===== config.mk =====
export PLATFORM = sky130hd
export DESIGN_NAME = oamd_operand_addr_decoder
export DESIGN_NICKNAME = d
export VERILOG_FILES = /design/src/oamd_placeholder_none.sv /design/src/oamd_pkg.sv /design/src/oamd_operand_addr_decoder.sv /design/src/oamd_reg_select.sv
export SDC_FILE = /design/constraint.sdc
export NUM_CORES = 1
export LEC_CHECK = 0
export BUFFER_PORTS_ARGS = -buffer_cell sky130_fd_sc_hd__buf_4
export CAP_MARGIN = 10
export CORE_UTILIZATION = 35
export DETAILED_ROUTE_END_ITERATION = 16
export PLACE_DENSITY_LB_ADDON = 0.25
export SLEW_MARGIN = 20
export SYNTH_ARGS = -nofsm -noshare
export SYNTH_HDL_FRONTEND = slang
export SYNTH_HIERARCHICAL = 1
export SYNTH_SLANG_ARGS = --single-unit

===== constraint.sdc =====
create_clock -name clk_i -period 1 [get_ports clk_i]
set_clock_uncertainty 0.05 [all_clocks]
set_input_delay 0.05 -clock clk_i [delete_from_list [all_inputs] [get_ports clk_i]]
set_output_delay 0.05 -clock clk_i [all_outputs]
set_load 0.05 [all_outputs]

===== src/oamd_placeholder_none.sv =====
`timescale 1ns/1ps
`default_nettype none
`default_nettype wire


===== src/oamd_pkg.sv =====
// Constants, field layouts and code enumerations for the operand and
// addressing-mode decoder.
// Assumes a 32-bit core with eight general registers indexed 0 to 7.
//
// Operation
// - Form 00: register n, or bare long offset
// - Forms 01/10 add short/long offset, 101 stack
// - Form 11: register operand, 32-bit data widths
// - 16-bit data: word registers, same byte mapping
// - Scale byte, form 00: base plus scaled index
// - Scale byte forms 01/10: offset, stack bases
// - Scale code multiplies index by 1,2,4,8
// - Index code 100 adds no index term
// - Form from specifier; scale/index/base from scale byte
// - Direction 0: register field is source
// - Direction 1: register field is destination
// - Sign-extend 8-bit immediate into wider destination
// - Sign-extend bit ignored for wider immediates
// - Scale byte expected: selector 100, form not 11 (code also requires addr32_i)
package oamd_pkg;

   // ------------------------------------------------------------
   // Field positions in the operand specifier and scale bytes
   // ------------------------------------------------------------
   localparam int unsigned FORM_MSB  = 7;
   localparam int unsigned FORM_LSB  = 6;
   localparam int unsigned FIELD_MSB = 5;
   localparam int unsigned FIELD_LSB = 3;
   localparam int unsigned SEL_MSB   = 2;
   localparam int unsigned SEL_LSB   = 0;
   localparam int unsigned SCALE_MSB = 7;
   localparam int unsigned SCALE_LSB = 6;
   localparam int unsigned INDEX_MSB = 5;
   localparam int unsigned INDEX_LSB = 3;
   localparam int unsigned BASE_MSB  = 2;
   localparam int unsigned BASE_LSB  = 0;

   // ------------------------------------------------------------
   // Addressing form and selector codes
   // ------------------------------------------------------------
   localparam logic [1:0] FORM_NO_OFFSET    = 2'h0;
   localparam logic [1:0] FORM_SHORT_OFFSET = 2'h1;
   localparam logic [1:0] FORM_LONG_OFFSET  = 2'h2;
   localparam logic [1:0] FORM_REGISTER     = 2'h3;
   localparam logic [2:0] SEL_SCALE_BYTE    = 3'h4;
   localparam logic [2:0] SEL_LONG_ONLY     = 3'h5;
   localparam logic [2:0] BASE_STACK_PTR    = 3'h4;
   localparam logic [2:0] BASE_BASE_PTR     = 3'h5;
   localparam logic [2:0] INDEX_NONE        = 3'h4;
   localparam logic [2:0] BYTE_HIGH_FIRST   = 3'h4;

   // ------------------------------------------------------------
   // Reset values of the output stage
   // ------------------------------------------------------------
   localparam logic [31:0] RST_WORD = 32'h0000_0000;
   localparam logic [2:0]  RST_IDX  = 3'h0;
   localparam logic        RST_BIT  = 1'b0;

   // ------------------------------------------------------------
   // Enumerations
   // ------------------------------------------------------------
   typedef enum logic [1:0]
   {
      OAMD_OFS_NONE  = 2'b00,
      OAMD_OFS_SHORT = 2'b01,
      OAMD_OFS_LONG  = 2'b10
   } oamd_offset_t;

   typedef enum logic [1:0]
   {
      OAMD_W_BYTE  = 2'b00,
      OAMD_W_WORD  = 2'b01,
      OAMD_W_DWORD = 2'b10
   } oamd_width_t;

   typedef enum logic [1:0]
   {
      OAMD_IMM_8  = 2'b00,
      OAMD_IMM_16 = 2'b01,
      OAMD_IMM_32 = 2'b10
   } oamd_imm_t;

endpackage


===== src/oamd_operand_addr_decoder.sv =====
// Operand and addressing-mode decoder: effective-address offset,
// segment choice, register operands, direction and immediate value.
// Assumes fetch presents the specifier, scale byte, offset and immediate
// together with valid_i, and the register file values on gpr_i.
`timescale 1ns/1ps
`default_nettype none

module oamd_operand_addr_decoder
#(
   parameter int unsigned DATA_W = 32,
   parameter int unsigned GPR_N  = 8
)
(
   input  wire logic                    clk_i,
   input  wire logic                    arst_n_i,
   input  wire logic                    valid_i,
   input  wire logic                    addr32_i,
   input  wire logic                    op32_i,
   input  wire logic                    size_flag_i,
   input  wire logic                    dir_flag_i,
   input  wire logic                    sign_ext_i,
   input  wire logic [1:0]              imm_size_i,
   input  wire logic [7:0]              specifier_i,
   input  wire logic [7:0]              scale_byte_i,
   input  wire logic [31:0]             offset_i,
   input  wire logic [31:0]             imm_i,
   input  wire logic [GPR_N*DATA_W-1:0] gpr_i,
   output logic                         valid_o,
   output logic                         sib_expected_o,
   output logic                         mem_operand_o,
   output logic                         addr_supported_o,
   output logic [31:0]                  ea_offset_o,
   output logic                         stack_segment_o,
   output logic [1:0]                   offset_kind_o,
   output logic                         base_used_o,
   output logic                         index_used_o,
   output logic [2:0]                   sel_reg_idx_o,
   output logic [1:0]                   sel_width_o,
   output logic                         sel_high_o,
   output logic [2:0]                   fld_reg_idx_o,
   output logic [1:0]                   fld_width_o,
   output logic                         fld_high_o,
   output logic                         dst_is_field_o,
   output logic                         src_is_field_o,
   output logic [31:0]                  imm_value_o
);

   // ------------------------------------------------------------
   // Elaboration checks
   // ------------------------------------------------------------
   // Address arithmetic is written for 32-bit words and 3-bit codes
   generate
      if (DATA_W != 32 || GPR_N != 8)
      begin : g_bad_param
         $error("oamd: DATA_W must be 32 and GPR_N must be 8");
      end
   endgenerate

   // ------------------------------------------------------------
   // Functions
   // ------------------------------------------------------------
   // Sign-extend a byte to a full word
   function automatic logic [31:0] sext8(input logic [7:0] b);
      sext8 = {{24{b[7]}}, b};
   endfunction

   // Read general register n from the flattened file
   function automatic logic [31:0] gpr_read(input logic [GPR_N*DATA_W-1:0] f,
                                            input logic [2:0]              n);
      gpr_read = f[n*DATA_W +: 32];
   endfunction

   // Offset size implied by the addressing form
   function automatic oamd_pkg::oamd_offset_t form_offset(input logic [1:0] f);
      form_offset = oamd_pkg::OAMD_OFS_NONE;
      if (f == oamd_pkg::FORM_SHORT_OFFSET)
      begin
         form_offset = oamd_pkg::OAMD_OFS_SHORT;
      end
      else if (f == oamd_pkg::FORM_LONG_OFFSET)
      begin
         form_offset = oamd_pkg::OAMD_OFS_LONG;
      end
   endfunction

   // ------------------------------------------------------------
   // Field extraction
   // ------------------------------------------------------------
   logic [1:0] form;
   logic [2:0] field_code;
   logic [2:0] sel_code;
   logic [1:0] scale;
   logic [2:0] index_code;
   logic [2:0] base_code;

   // Form, field and selector from the specifier, the rest from the scale byte
   assign form       = specifier_i[oamd_pkg::FORM_MSB:oamd_pkg::FORM_LSB];
   assign field_code = specifier_i[oamd_pkg::FIELD_MSB:oamd_pkg::FIELD_LSB];
   assign sel_code   = specifier_i[oamd_pkg::SEL_MSB:oamd_pkg::SEL_LSB];
   assign scale      = scale_byte_i[oamd_pkg::SCALE_MSB:oamd_pkg::SCALE_LSB];
   assign index_code = scale_byte_i[oamd_pkg::INDEX_MSB:oamd_pkg::INDEX_LSB];
   assign base_code  = scale_byte_i[oamd_pkg::BASE_MSB:oamd_pkg::BASE_LSB];

   // ------------------------------------------------------------
   // Addressing decode
   // ------------------------------------------------------------
   logic                  is_mem;
   logic                  sib_needed;
   logic                  base_en;
   logic                  index_en;
   logic                  stack_seg;
   logic [2:0]            base_sel;
   oamd_pkg::oamd_offset_t ofs_kind;

   assign is_mem     = (form != oamd_pkg::FORM_REGISTER);
   // Scale byte only under 32-bit addressing with a memory form
   assign sib_needed = addr32_i && is_mem
                       && (sel_code == oamd_pkg::SEL_SCALE_BYTE);

   // Which terms join the sum and which segment is the default
   always_comb
   begin
      base_en   = 1'b0;
      index_en  = 1'b0;
      stack_seg = 1'b0;
      base_sel  = sel_code;
      ofs_kind  = oamd_pkg::OAMD_OFS_NONE;
      if (!is_mem || !addr32_i)
      begin
         // Register operand or unsupported 16-bit addressing
         base_en = 1'b0;
      end
      else if (!sib_needed)
      begin
         if (form == oamd_pkg::FORM_NO_OFFSET && sel_code == oamd_pkg::SEL_LONG_ONLY)
         begin
            ofs_kind = oamd_pkg::OAMD_OFS_LONG;
         end
         else
         begin
            base_en   = 1'b1;
            ofs_kind  = form_offset(form);
            stack_seg = (sel_code == oamd_pkg::BASE_BASE_PTR);
         end
      end
      else
      begin
         base_sel = base_code;
         index_en = (index_code != oamd_pkg::INDEX_NONE);
         if (form == oamd_pkg::FORM_NO_OFFSET && base_code == oamd_pkg::BASE_BASE_PTR)
         begin
            // Long offset stands in for the base, data segment
            ofs_kind = oamd_pkg::OAMD_OFS_LONG;
         end
         else
         begin
            base_en   = 1'b1;
            ofs_kind  = form_offset(form);
            stack_seg = (base_code == oamd_pkg::BASE_STACK_PTR)
                        || (base_code == oamd_pkg::BASE_BASE_PTR);
         end
      end
   end

   // ------------------------------------------------------------
   // Offset arithmetic
   // ------------------------------------------------------------
   logic [31:0] base_term;
   logic [31:0] index_term;
   logic [31:0] ofs_term;
   logic [31:0] ea_sum;

   assign base_term = base_en ? gpr_read(gpr_i, base_sel) : 32'h0000_0000;

   // Index shifted by the scale code; with no index the term is zero.
   // A nonzero scale with no index is the supplier's fault and gives zero.
   assign index_term = index_en ? (gpr_read(gpr_i, index_code) << scale)
                                : 32'h0000_0000;

   // Short offset taken from the low byte and widened with its sign
   always_comb
   begin
      ofs_term = 32'h0000_0000;
      unique case (ofs_kind)
         oamd_pkg::OAMD_OFS_NONE:  ofs_term = 32'h0000_0000;
         oamd_pkg::OAMD_OFS_SHORT: ofs_term = sext8(offset_i[7:0]);
         oamd_pkg::OAMD_OFS_LONG:  ofs_term = offset_i;
         default:                  ofs_term = 32'h0000_0000;
      endcase
   end

   // Carries out of bit 31 are dropped: offsets wrap in the segment
   assign ea_sum = base_term + index_term + ofs_term;

   // ------------------------------------------------------------
   // Register operand selection
   // ------------------------------------------------------------
   oamd_pkg::oamd_width_t sel_width;
   oamd_pkg::oamd_width_t fld_width;
   logic [2:0]            sel_idx;
   logic [2:0]            fld_idx;
   logic                  sel_high;
   logic                  fld_high;

   // Selector names a register only in the register form
   oamd_reg_select u_sel_select
   (
      .code_i      (1'b0),
      .code_bits_i (sel_code),
      .size_flag_i (size_flag_i),
      .op32_i      (op32_i),
      .width_o     (sel_width),
      .reg_idx_o   (sel_idx),
      .high_byte_o (sel_high)
   );

   oamd_reg_select u_fld_select
   (
      .code_i      (1'b1),
      .code_bits_i (field_code),
      .size_flag_i (size_flag_i),
      .op32_i      (op32_i),
      .width_o     (fld_width),
      .reg_idx_o   (fld_idx),
      .high_byte_o (fld_high)
   );

   // ------------------------------------------------------------
   // Immediate formation
   // ------------------------------------------------------------
   logic [31:0] imm_value;

   // Extension only for a byte immediate into a word or dword target
   always_comb
   begin
      imm_value = 32'h0000_0000;
      unique case (oamd_pkg::oamd_imm_t'(imm_size_i))
         oamd_pkg::OAMD_IMM_8:
         begin
            if (sign_ext_i && size_flag_i)
            begin
               imm_value = op32_i ? sext8(imm_i[7:0])
                                  : {16'h0000, {8{imm_i[7]}}, imm_i[7:0]};
            end
            else
            begin
               imm_value = {24'h00_0000, imm_i[7:0]};
            end
         end
         oamd_pkg::OAMD_IMM_16: imm_value = {16'h0000, imm_i[15:0]};
         oamd_pkg::OAMD_IMM_32: imm_value = imm_i;
         default:               imm_value = 32'h0000_0000;
      endcase
   end

   // ------------------------------------------------------------
   // Output stage
   // ------------------------------------------------------------
   // Decode result is valid one edge after valid_i
   always_ff @(posedge clk_i or negedge arst_n_i)
   begin
      if (!arst_n_i)
      begin
         valid_o <= oamd_pkg::RST_BIT;
      end
      else
      begin
         valid_o <= valid_i;
      end
   end

   // Address group; held while valid_i is low so consumers see no glitch
   always_ff @(posedge clk_i or negedge arst_n_i)
   begin
      if (!arst_n_i)
      begin
         sib_expected_o   <= oamd_pkg::RST_BIT;
         mem_operand_o    <= oamd_pkg::RST_BIT;
         addr_supported_o <= oamd_pkg::RST_BIT;
         ea_offset_o      <= oamd_pkg::RST_WORD;
         stack_segment_o  <= oamd_pkg::RST_BIT;
         offset_kind_o    <= oamd_pkg::OAMD_OFS_NONE;
         base_used_o      <= oamd_pkg::RST_BIT;
         index_used_o     <= oamd_pkg::RST_BIT;
      end
      else if (valid_i)
      begin
         sib_expected_o   <= sib_needed;
         mem_operand_o    <= is_mem;
         addr_supported_o <= addr32_i || !is_mem;
         ea_offset_o      <= ea_sum;
         stack_segment_o  <= stack_seg;
         offset_kind_o    <= ofs_kind;
         base_used_o      <= base_en;
         index_used_o     <= index_en;
      end
   end

   // Register operand group
   always_ff @(posedge clk_i or negedge arst_n_i)
   begin
      if (!arst_n_i)
      begin
         sel_reg_idx_o <= oamd_pkg::RST_IDX;
         sel_width_o   <= oamd_pkg::OAMD_W_BYTE;
         sel_high_o    <= oamd_pkg::RST_BIT;
         fld_reg_idx_o <= oamd_pkg::RST_IDX;
         fld_width_o   <= oamd_pkg::OAMD_W_BYTE;
         fld_high_o    <= oamd_pkg::RST_BIT;
      end
      else if (valid_i)
      begin
         sel_reg_idx_o <= sel_idx;
         sel_width_o   <= sel_width;
         sel_high_o    <= sel_high;
         fld_reg_idx_o <= fld_idx;
         fld_width_o   <= fld_width;
         fld_high_o    <= fld_high;
      end
   end

   // Direction and immediate group
   always_ff @(posedge clk_i or negedge arst_n_i)
   begin
      if (!arst_n_i)
      begin
         dst_is_field_o <= oamd_pkg::RST_BIT;
         src_is_field_o <= oamd_pkg::RST_BIT;
         imm_value_o    <= oamd_pkg::RST_WORD;
      end
      else if (valid_i)
      begin
         dst_is_field_o <= dir_flag_i;
         src_is_field_o <= !dir_flag_i;
         imm_value_o    <= imm_value;
      end
   end

endmodule

`default_nettype wire


===== src/oamd_reg_select.sv =====
// Register-operand selector: maps a 3-bit register code, the size flag
// and the data-operation width to a register index, width and byte half.
// Purely combinational; the caller registers the result.
`timescale 1ns/1ps
`default_nettype none

module oamd_reg_select
(
   input  wire logic               code_i,
   input  wire logic [2:0]         code_bits_i,
   input  wire logic               size_flag_i,
   input  wire logic               op32_i,
   output oamd_pkg::oamd_width_t   width_o,
   output logic [2:0]              reg_idx_o,
   output logic                    high_byte_o
);

   // ------------------------------------------------------------
   // Code decode
   // ------------------------------------------------------------
   // The same table serves the register field and the selector
   always_comb
   begin
      width_o     = oamd_pkg::OAMD_W_BYTE;
      reg_idx_o   = code_bits_i;
      high_byte_o = 1'b0;
      if (size_flag_i)
      begin
         // Full register n at the data-operation width
         width_o = op32_i ? oamd_pkg::OAMD_W_DWORD
                          : oamd_pkg::OAMD_W_WORD;
      end
      else if (code_bits_i >= oamd_pkg::BYTE_HIGH_FIRST)
      begin
         // Codes 4-7 are the upper bytes of registers 0-3
         reg_idx_o   = {1'b0, code_bits_i[1:0]};
         high_byte_o = 1'b1;
      end
      else
      begin
         reg_idx_o = {1'b0, code_bits_i[1:0]};
      end
   end

   // Marker input kept only so both instances read alike
   logic unused_code;
   assign unused_code = code_i;

endmodule

`default_nettype wire


==> run_results.csv, run 1 <==
group,metric,value,unit
power_and_ir_drop,ir_drop,0.7135,mV
floorplan,die_h,178.8,um
placement,dp_hpwl,36150,um
clock_tree,path_clk_slew,0.06,ns
critical_path,crit_type,"in2reg",
hold_path,hold_class,"in2reg",
finish,nNetsFinal,2185,
synthesis,yosys_warnings,6,
global_routing,antenna_found_initial,6,
route,drt_iter0_markers,575,
timing,setup_violations,65,
global_routing,grt_pass1_wl,65820,um
timing,whs,0.02466,ns
route,detail-route-antenna-nets,0,
critical_path,end_kind,"flop",
global_routing,grt_pass1_vias,11890,
clock_tree,insertion_delay,0.34,ns
power_and_ir_drop,p_leak,9.091,nW
critical_path,worstSetupStartpointType,"input port",
floorplan,initial_core_util,35.68,%
finish,syn_to_final_growth,75.24,%
timing,setup_ws,-3.072,ns
timing,max_slew.worst_pin.slew,0.6430,ns
placement,port_buffers,432,
clock_tree,cts_tree,"built",
critical_path,path_buf_inv,4,
synthesis,postSynthCellCount,1061,
clock_tree,cts.sinks,87,
critical_path,cp_top_family,"compound AO/OA/AOI/OAI gates",
global_routing,use_met2,49.52,%
clock_tree,cts-htree-levels,3,
outcome,outcome,"finished, violations left",
route,drt-wirelength-per-cell,20.80,um
timing,fin_crit_sh,407.2,%
global_routing,track_usage,26.95,%
global_routing,met1_usage,31.72,%
placement,gp_congestion,0.9739,
route,viasPerCell,5.303,
route,num_vias,11570,
global_routing,grt.busiest_layer,"met2",
route,totalWireLength,45390,um
timing,final_hold_viol_count,0,
synthesis,synth_area,10940,um^2
clock_tree,cts_buffer_depth,2,
finish,layout-drive-gt1-share,63.09,%
timing,final.min_clock_period,4.072,ns
critical_path,critPathMaxStageDelay,0.50,ns
job,cap_violations,0,
critical_path,r2r_cells,2,
global_routing,grt_overflow,0,
critical_path,crit_end,"ea_offset_o[31]",
placement,dpl.cell_count,2025,
critical_path,r2r_setup_slack,0.01,ns
critical_path,critPathArrivalTime,4.25,ns
critical_path,cp.depth,20,
power_and_ir_drop,powerDensity,914.0,nW/um^2
timing,fmax,245.6,MHz
outcome,violations,"setup timing",
critical_path,worst_r2r_endpoint,"ea_offset_o[31]",
critical_path,cp-startpoint,"specifier_i[2]",
finish,fill_cells,2456,
floorplan,io-pin-count,433,
critical_path,crit_required,1.18,ns
critical_path,cp_cell_sequence,"buf_8 > nor2b_4 > a31o_4 > buf_12 > buf_12 > mux4_2 > mux2_4 > nand2_2 > fa_1 > inv_2 > ha_4 > fa_2 > a211oi_2 > o211ai_1 > a31oi_2 > o21ai_2 > a221o_1 > a221oi_2 > xnor2_1 > mux2_4",
route,dr.pass1.iters,5,
synthesis,syn_area_per_cell,10.32,um^2
critical_path,critPathSlowestCell,"fa_1",
floorplan,die-width,178.8,um
critical_path,cp_max_fo,5,
global_routing,grt_util_met3,3.329,%
floorplan,die_area,31980,um^2
clock_tree,ctsRootBufferMaster,"clkbuf_16",
timing,rsz0062_at_grt,"true",
clock_tree,cts_buffers,9,
critical_path,reg2reg_from,"ea_offset_o[31]",
synthesis,synth_nets,1471,
floorplan,core_area,30670,um^2
placement,place_ws,-3.456,ns
floorplan,rows,64,
timing,slew_viol_final,0,
global_routing,grt_max_degree,38,
hold_path,hp-start,"specifier_i[5]",
timing,slew_headroom,57.14,%
finish,final_cells,2182,
route,drcViolationCount,0,
[metrics by stage]
| stage | total power [W] | TNS, ns | cell area [um^2] | utilization (%) |
|---|---|---|---|---|
| global route | 0.01842 | -88.73 | 19180 | 62.53 |
| floorplan | 0.009276 | -86.26 | 11640 | - |
| detailed placement | 0.01292 | -98.54 | 16620 | 54.20 |
| CTS | 0.01698 | -83.54 | 18260 | 59.54 |
| global placement | 0.01281 | -97.03 | 16620 | 54.20 |
| finish | 0.01753 | -83.40 | 19180 | 62.53 |
[layer usage]
layer,part of all wire (%),vias up
li1,-,5378
met1,38,5672
met2,53,451
met3,5.2,70
met4,3.9,0
met5,0,-
[sequential cells by signal, indices dropped and copies added, names as in the netlist, 2 cells and up]
| register | count |
|---|---|
| imm_value_o | 32 |
| sel_width_o | 2 |
| fld_reg_idx_o | 3 |
| offset_kind_o | 2 |
| fld_width_o | 2 |
| ea_offset_o | 32 |
| sel_reg_idx_o | 3 |
[worst min path at each step]
stage                             to  slack, ns  depth (start not counted)
global placement     imm_value_o[26]      -0.18                          1
global route        fld_reg_idx_o[2]       0.02                          3
finish              fld_reg_idx_o[2]       0.02                          3
CTS                 fld_reg_idx_o[2]      0.005                          3
floorplan           addr_supported_o      -0.30                          0
detailed placement   imm_value_o[26]      -0.18                          1
[cell type report]
| type | count | area, um^2 | share of cell area (%) |
|---|---|---|---|
| Multi-Input combinational cell | 824 | 9092 | 47.41 |
| Antenna cell | 6 | 15.01 | 0.07829 |
| Tap cell | 396 | 495.5 | 2.584 |
| Sequential cell | 87 | 2206 | 11.50 |
| Clock buffer | 11 | 232.7 | 1.213 |
| Clock inverter | 5 | 41.29 | 0.2153 |
| Inverter | 65 | 244.0 | 1.272 |
| Timing Repair Buffer | 788 | 6852 | 35.73 |
[worst reg2reg max path, stage by stage (launching register included)]
cell     delay [ns]
dfrtp_1        0.43
buf_4          0.15
mux2_4         0.25
[report_power, final]
group / leakage (nW) / internal, W / total [W] / switching [W]
clock network: 0.127 / 0.00171 / 0.00314 / 0.00143
logic: 7.88 / 0.00528 / 0.0101 / 0.00485
registers: 1.09 / 0.00394 / 0.00426 / 0.000319
[timing repair]
action                     in CTS  in global routing
pin swaps                      22                 65
hold endpoints to repair      124                  0
setup endpoints to repair     120                121
gates resized for setup       153                 88
buffers inserted               43                 57
gates cloned                    1                  5
hold buffers                   38                  0
[placed cells by master, fill, tap and decap left out, types with 6 or more instances in the layout]
cell and n:
a21o_1 41, a21oi_1 31, a21oi_2 19, a22o_1 8, and2_1 6, buf_12 22
buf_4 606, buf_6 110, buf_8 6, clkbuf_16 14, dfrtp_1 64, dfrtp_2 23
diode_2 6, dlygate4sd3_1 38, fa_1 30, ha_1 20, ha_4 12, inv_1 56
inv_2 9, mux2_2 46, mux2_4 30, mux2i_1 51, mux4_2 127, nand2_1 174
nand2_2 6, nor2_1 21, nor2b_1 6, o211ai_1 6, o21ai_0 11, o21ai_2 9
o2bb2ai_1 25, xnor2_1 10
Note: power is estimated with default switching activity, not from simulation.
==> run 2: changes to the inputs <==
--- a/config.mk
+++ b/config.mk
@@ -9,7 +9,9 @@
 export CAP_MARGIN = 10
 export CORE_UTILIZATION = 35
 export DETAILED_ROUTE_END_ITERATION = 16
+export GPL_TIMING_DRIVEN = 1
 export PLACE_DENSITY_LB_ADDON = 0.25
+export SETUP_SLACK_MARGIN = 0.3
 export SLEW_MARGIN = 20
 export SYNTH_ARGS = -nofsm -noshare
 export SYNTH_HDL_FRONTEND = slang
==> run_results.csv, run 2 (synthesis results as in run 1) <==
group,metric,value,unit
outcome,outcome,"finished, violations left",
finish,layout-drive-gt1-share,68.97,%
power_and_ir_drop,ir_drop,0.7545,mV
hold_path,hold_class,"in2async",
critical_path,cp_top_family,"compound AO/OA/AOI/OAI gates",
timing,slew_viol_final,0,
power_and_ir_drop,powerDensity,923.8,nW/um^2
finish,layout_commonest_cell,"buf_4",
power_and_ir_drop,p_clk_share,19.4,%
timing,slew_headroom,67.31,%
route,drt-wirelength-per-cell,20.73,um
critical_path,worstSetupStartpointType,"input port",
timing,setup_ws,-3.020,ns
timing,finalSetupTns,-83.87,ns
global_routing,grt_overflow,0,
route,dr.pass1.iters,4,
global_routing,track_usage,26.71,%
global_routing,grt_pass1_wl,65350,um
critical_path,cp_cell_sequence,"buf_8 > a21boi_4 > a31o_4 > buf_12 > buf_12 > mux4_2 > mux2_2 > nand2_1 > fa_1 > inv_1 > ha_1 > and3_4 > and2_4 > a221oi_4 > o21ai_2 > a221o_1 > a221oi_2 > xnor2_1 > mux2_4",
route,drt_iter0_markers,498,
critical_path,critPathSlowestCell,"mux4_2",
timing,final_hold_viol_count,122,
power_and_ir_drop,p_int,0.01124,W
placement,gp_congestion,0.9323,
route,num_vias,11490,
power_and_ir_drop,p_sw,0.006626,W
placement,port_buffers,432,
timing,max_slew.worst_pin.slew,0.4853,ns
critical_path,cp-startpoint,"specifier_i[7]",
finish,reg_top3,"ea_offset_o: 32 flops, imm_value_o: 32 flops",
global_routing,antenna_found_initial,7,
floorplan,rows,64,
power_and_ir_drop,p_leak,9.034,nW
route,viasPerCell,5.358,
clock_tree,cts_buffer_depth,2,
floorplan,die-width,178.8,um
global_routing,grt_max_degree,40,
timing,fmax,248.7,MHz
floorplan,die_h,178.8,um
power_and_ir_drop,seqPwrFrac,24.1,%
critical_path,path_buf_inv,4,
clock_tree,holdBufCountCts,2,
route,detail-route-antenna-nets,0,
critical_path,critPathMaxStageDelay,0.50,ns
route,drcViolationCount,0,
power_and_ir_drop,swShare,37.08,%
finish,final_cell_mix,"581 x buf_4, 171 x nand2_1, 127 x mux4_2",
timing,whs,-0.4533,ns
critical_path,reg2reg_from,"ea_offset_o[11]",
timing,rsz0062_at_grt,"true",
critical_path,crit_type,"in2reg",
finish,seq_area,2253,um^2
clock_tree,cts.sinks,87,
timing,setup_violations,84,
job,cap_violations,0,
finish,nNetsFinal,2145,
critical_path,critPathArrivalTime,4.20,ns
power_and_ir_drop,p_comb_share,56.5,%
finish,fill_cells,2490,
clock_tree,cts_buffers,9,
floorplan,core_area,30670,um^2
finish,multi_input_area,9397,um^2
outcome,violations,"hold timing, setup timing",
floorplan,initial_core_util,35.68,%
floorplan,io-pin-count,433,
placement,dp_hpwl,35820,um
floorplan,die_area,31980,um^2
critical_path,cp_max_fo,8,
clock_tree,cts_tree,"built",
clock_tree,cts-htree-levels,3,
critical_path,cp_common_cell,"buf_12",
global_routing,grt_pass1_vias,11940,
finish,syn_to_final_growth,76.70,%
clock_tree,path_clk_slew,0.07,ns
critical_path,end_kind,"flop",
finish,final_util,63.05,%
clock_tree,insertion_delay,0.34,ns
route,totalWireLength,44460,um
clock_tree,ctsRootBufferMaster,"clkbuf_16",
critical_path,crit_required,1.18,ns
timing,fin_crit_sh,402.0,%
timing,final.min_clock_period,4.020,ns
[run 2: changes by cell type in the layout (fill, tap and decap cells not counted), moves of 14 or more]
cell and delta:
dfrtp_1 -38, buf_4 -25, a21oi_1 -21, o2bb2ai_1 -14
dfrtp_2 +38, a21oi_2 +17, dlygate4sd3_1 -37
[run 2: timing repair]
action / 4_1_cts / 5_1_grt
setup endpoints to repair: 166 / 173
endpoints found under the hold margin: 125 / 122
setup buffers: 49 / 37
pin swaps: 51 / 66
gates cloned: 3 / 1
gates resized for setup: 216 / 113
[run 2: power groups by stage]
stage	combinational (W)	sequential (W)	clock, W
2_1_floorplan	0.00362	0.00569	0
3_3_place_gp	0.00861	0.00426	0
3_5_place_dp	0.00869	0.00428	0
4_1_cts	0.00961	0.00429	0.00359
5_1_grt	0.0107	0.00435	0.00373
6_report	0.0101	0.00430	0.00347
[run 2: layout make-up]
type / instances / area share, %
Tap cell: 396 / 2.562
Multi-Input combinational cell: 825 / 48.59
Clock buffer: 11 / 1.255
Antenna cell: 9 / 0.1165
Sequential cell: 87 / 11.65
Timing Repair Buffer: 747 / 34.23
Inverter: 65 / 1.262
Clock inverter: 5 / 0.3300
[run 2: path summary, 6_finish.rpt]
kind                                    endpoint  slack [ns]  depth (start not counted)
worst max-delay path             ea_offset_o[31]       -3.02                         19
worst min register to register   imm_value_o[28]        0.45                          1
worst max register to register   ea_offset_o[11]        0.02                          2
max in group asynchronous         sel_width_o[0]        0.84                          2
worst min-delay path            fld_reg_idx_o[1]       -0.45                          1
min in group clk_i                imm_value_o[2]       -0.12                          2
[run 2: through the flow]
stage | cell area [um^2] | total power (W) | hold WS (ns) | setup WS, ns | std cells
2_1_floorplan | 11700 | 0.009312 | -0.2956 | -3.127 | 1061
3_5_place_dp | 16740 | 0.01297 | -0.09089 | -3.465 | 2028
4_1_cts | 18430 | 0.01749 | -0.4626 | -3.064 | 2098
6_report | 19340 | 0.01787 | -0.4533 | -3.020 | 2145
3_3_place_gp | 16740 | 0.01287 | -0.09337 | -3.415 | 2028
5_1_grt | 19330 | 0.01875 | -0.4488 | -3.148 | 2143
[run 2: worst reg2reg max path: cells and delay by family (launching register included)]
family / cells / cell delay (ns)
multiplexers: 1 / 0.26
buffers and inverters: 1 / 0.15
flip-flops: 1 / 0.41
[run 2: routing by layer]
metal	routed length (um)	global-route usage, %	part of all wire [%]	vias to the layer above
met5	0	0	0	-
met2	23170	48.18	52	458
met3	2349	3.435	5.3	81
met4	1877	11.48	4.2	0
met1	17070	31.58	38	5637
li1	-	-	-	5316
==> run 3: changes to the inputs <==
==> constraint.sdc (replaced) <==
create_clock -name clk_i -period 4.4 [get_ports clk_i]
set_clock_uncertainty 0.05 [all_clocks]
set_input_delay 0.22 -clock clk_i [delete_from_list [all_inputs] [get_ports clk_i]]
set_output_delay 0.22 -clock clk_i [all_outputs]
set_load 0.05 [all_outputs]
==> run_results.csv, run 3 (synthesis results as in run 1) <==
group,metric,value,unit
outcome,outcome,"complete, no violations",
route,totalWireLength,41910,um
finish,nNetsFinal,2031,
critical_path,crit_required,4.58,ns
power_and_ir_drop,p_int,0.002299,W
timing,max_slew.worst_pin.slew,1.010,ns
job,cap_violations,0,
global_routing,grt_overflow,0,
clock_tree,cts_buffers,9,
critical_path,worstSetupStartpointType,"input port",
power_and_ir_drop,p_leak,8.149,nW
route,drcViolationCount,0,
clock_tree,cts_buffer_depth,2,
finish,syn_to_final_growth,56.71,%
timing,setup_violations,0,
power_and_ir_drop,swShare,38.16,%
placement,port_buffers,432,
route,dr.pass1.iters,5,
timing,fin_crit_sh,96.05,%
finish,reg_top3,"ea_offset_o: 32 flops, imm_value_o: 32 flops",
finish,layout_commonest_cell,"buf_4",
timing,fmax,236.6,MHz
power_and_ir_drop,seqPwrFrac,25.5,%
finish,final_util,55.92,%
clock_tree,path_clk_slew,0.07,ns
route,num_vias,10890,
placement,gp_congestion,0.9478,
power_and_ir_drop,total_power,0.003718,W
clock_tree,cts.sinks,87,
placement,dp_hpwl,35070,um
critical_path,cp_max_fo,6,
route,drt_iter0_markers,623,
power_and_ir_drop,p_clk_share,21.1,%
finish,final_cell_mix,"591 x buf_4, 176 x nand2_1, 127 x mux4_2",
floorplan,die-width,178.8,um
floorplan,rows,64,
critical_path,critPathArrivalTime,4.41,ns
route,drt-wirelength-per-cell,20.68,um
power_and_ir_drop,ir_drop,0.1456,mV
timing,rsz0062_at_grt,"true",
floorplan,die_area,31980,um^2
route,viasPerCell,5.370,
route,detail-route-antenna-nets,0,
global_routing,antenna_found_initial,4,
clock_tree,cts-htree-levels,3,
timing,slew_viol_final,0,
power_and_ir_drop,p_comb_share,53.4,%
clock_tree,insertion_delay,0.33,ns
hold_path,hold_class,"in2reg",
global_routing,grt_max_degree,88,
finish,fill_cells,2700,
critical_path,end_kind,"flop",
timing,final_hold_viol_count,0,
critical_path,crit_type,"in2reg",
global_routing,grt_pass1_wl,61990,um
clock_tree,cts_tree,"built",
power_and_ir_drop,powerDensity,216.8,nW/um^2
floorplan,core_area,30670,um^2
timing,final.min_clock_period,4.226,ns
clock_tree,ctsRootBufferMaster,"clkbuf_16",
global_routing,grt_pass1_vias,11240,
global_routing,track_usage,25.53,%
finish,layout-drive-gt1-share,58.12,%
timing,slew_headroom,32.55,%
floorplan,initial_core_util,35.68,%
floorplan,die_h,178.8,um
power_and_ir_drop,p_sw,0.001419,W
floorplan,io-pin-count,433,
==> run 3: cell count changes in the layout (fill, tap and decap cells not counted), moves of 13 or more <==
cell | before | now
a21oi_2 | 36 | 10
a21oi_1 | 10 | 42
o2bb2ai_1 | 11 | 25
buf_12 | 33 | 20
dfrtp_2 | 61 | 0
mux2_4 | 30 | 12
buf_6 | 117 | 17
dfrtp_1 | 26 | 87
mux2_2 | 46 | 64
==> run 3: layer usage <==
metal,GRT usage (%),routed length (um)
met5,0,0
met4,10.10,1527
met3,4.368,2779
met2,45.19,21180
met1,30.58,16420
==> run 3: critical path, cell delays in order <==
cell and delay (ns):
buf_12 0.11, a21boi_4 0.15, a31o_4 0.30, buf_12 0.16, buf_12 0.10, mux4_2 0.49
mux2_2 0.32, nand2_1 0.10, fa_1 0.41, inv_1 0.06, ha_1 0.23, o211ai_1 0.23
o211ai_1 0.18, a31oi_1 0.17, buf_4 0.15, o21ai_4 0.05, a221o_1 0.34, a221oi_2 0.25
xnor2_1 0.11, mux2_4 0.26
==> run 3: path summary, 6_finish.rpt <==
| kind | from | to | slack (ns) | cells past startpoint |
|---|---|---|---|---|
| worst min-delay path | imm_i[6] | imm_value_o[6] | 0.05 | 2 |
| worst min register to register | sib_expected_o | sib_expected_o | 0.43 | 1 |
| min in group asynchronous | arst_n_i | ea_offset_o[2] | 0.46 | 2 |
| worst max-delay path | specifier_i[6] | ea_offset_o[31] | 0.17 | 20 |
| max in group asynchronous | arst_n_i | imm_value_o[15] | 3.32 | 2 |
| worst max register to register | ea_offset_o[25] | ea_offset_o[25] | 3.47 | 3 |
==> run 3: power by group through the flow <==
| stage | Clock (W) | Combinational [W] | Sequential, W |
|---|---|---|---|
| global placement | 0 | 0.00187 | 0.000962 |
| floorplan | 0 | 0.000792 | 0.00128 |
| CTS | 0.000813 | 0.00195 | 0.000951 |
| finish | 0.000784 | 0.00199 | 0.000949 |
| global route | 0.000851 | 0.00212 | 0.000961 |
| detailed placement | 0 | 0.00189 | 0.000966 |
==> run 3: timing repair <==
| action | CTS | global route |
|---|---|---|
| cloned | 2 | 0 |
| endpoints found under the hold margin | 0 | 87 |
| setup buffers | 14 | 15 |
| gates resized for setup | 60 | 54 |
| hold buffers | 0 | 1 |
| pin swaps | 35 | 44 |
| setup endpoints to repair | 14 | 18 |
==> run 3: layout make-up <==
| class | count | area [um^2] | area share [%] |
|---|---|---|---|
| Antenna cell | 5 | 12.51 | 0.07296 |
| Clock buffer | 9 | 225.2 | 1.313 |
| Clock inverter | 7 | 78.83 | 0.4596 |
| Inverter | 65 | 244.0 | 1.423 |
| Multi-Input combinational cell | 824 | 8778 | 51.19 |
| Sequential cell | 87 | 2177 | 12.69 |
| Tap cell | 396 | 495.5 | 2.889 |
| Timing Repair Buffer | 634 | 5139 | 29.96 |
==> run 3: per-stage QoR <==
step	worst slack, ns	TNS (ns)	hold slack (ns)	cell area [um^2]	cells
final	0.1738	0	0.04545	17150	2027
after global routing	0.008919	0	0.03789	17150	2026
after CTS	0.2014	0	0.03068	16760	2006
after detailed placement	-0.2557	-2.250	0.3976	16000	1974
after global placement	-0.2151	-1.474	0.3818	16000	1974
after floorplan	0.1004	0	-0.1256	11380	1061
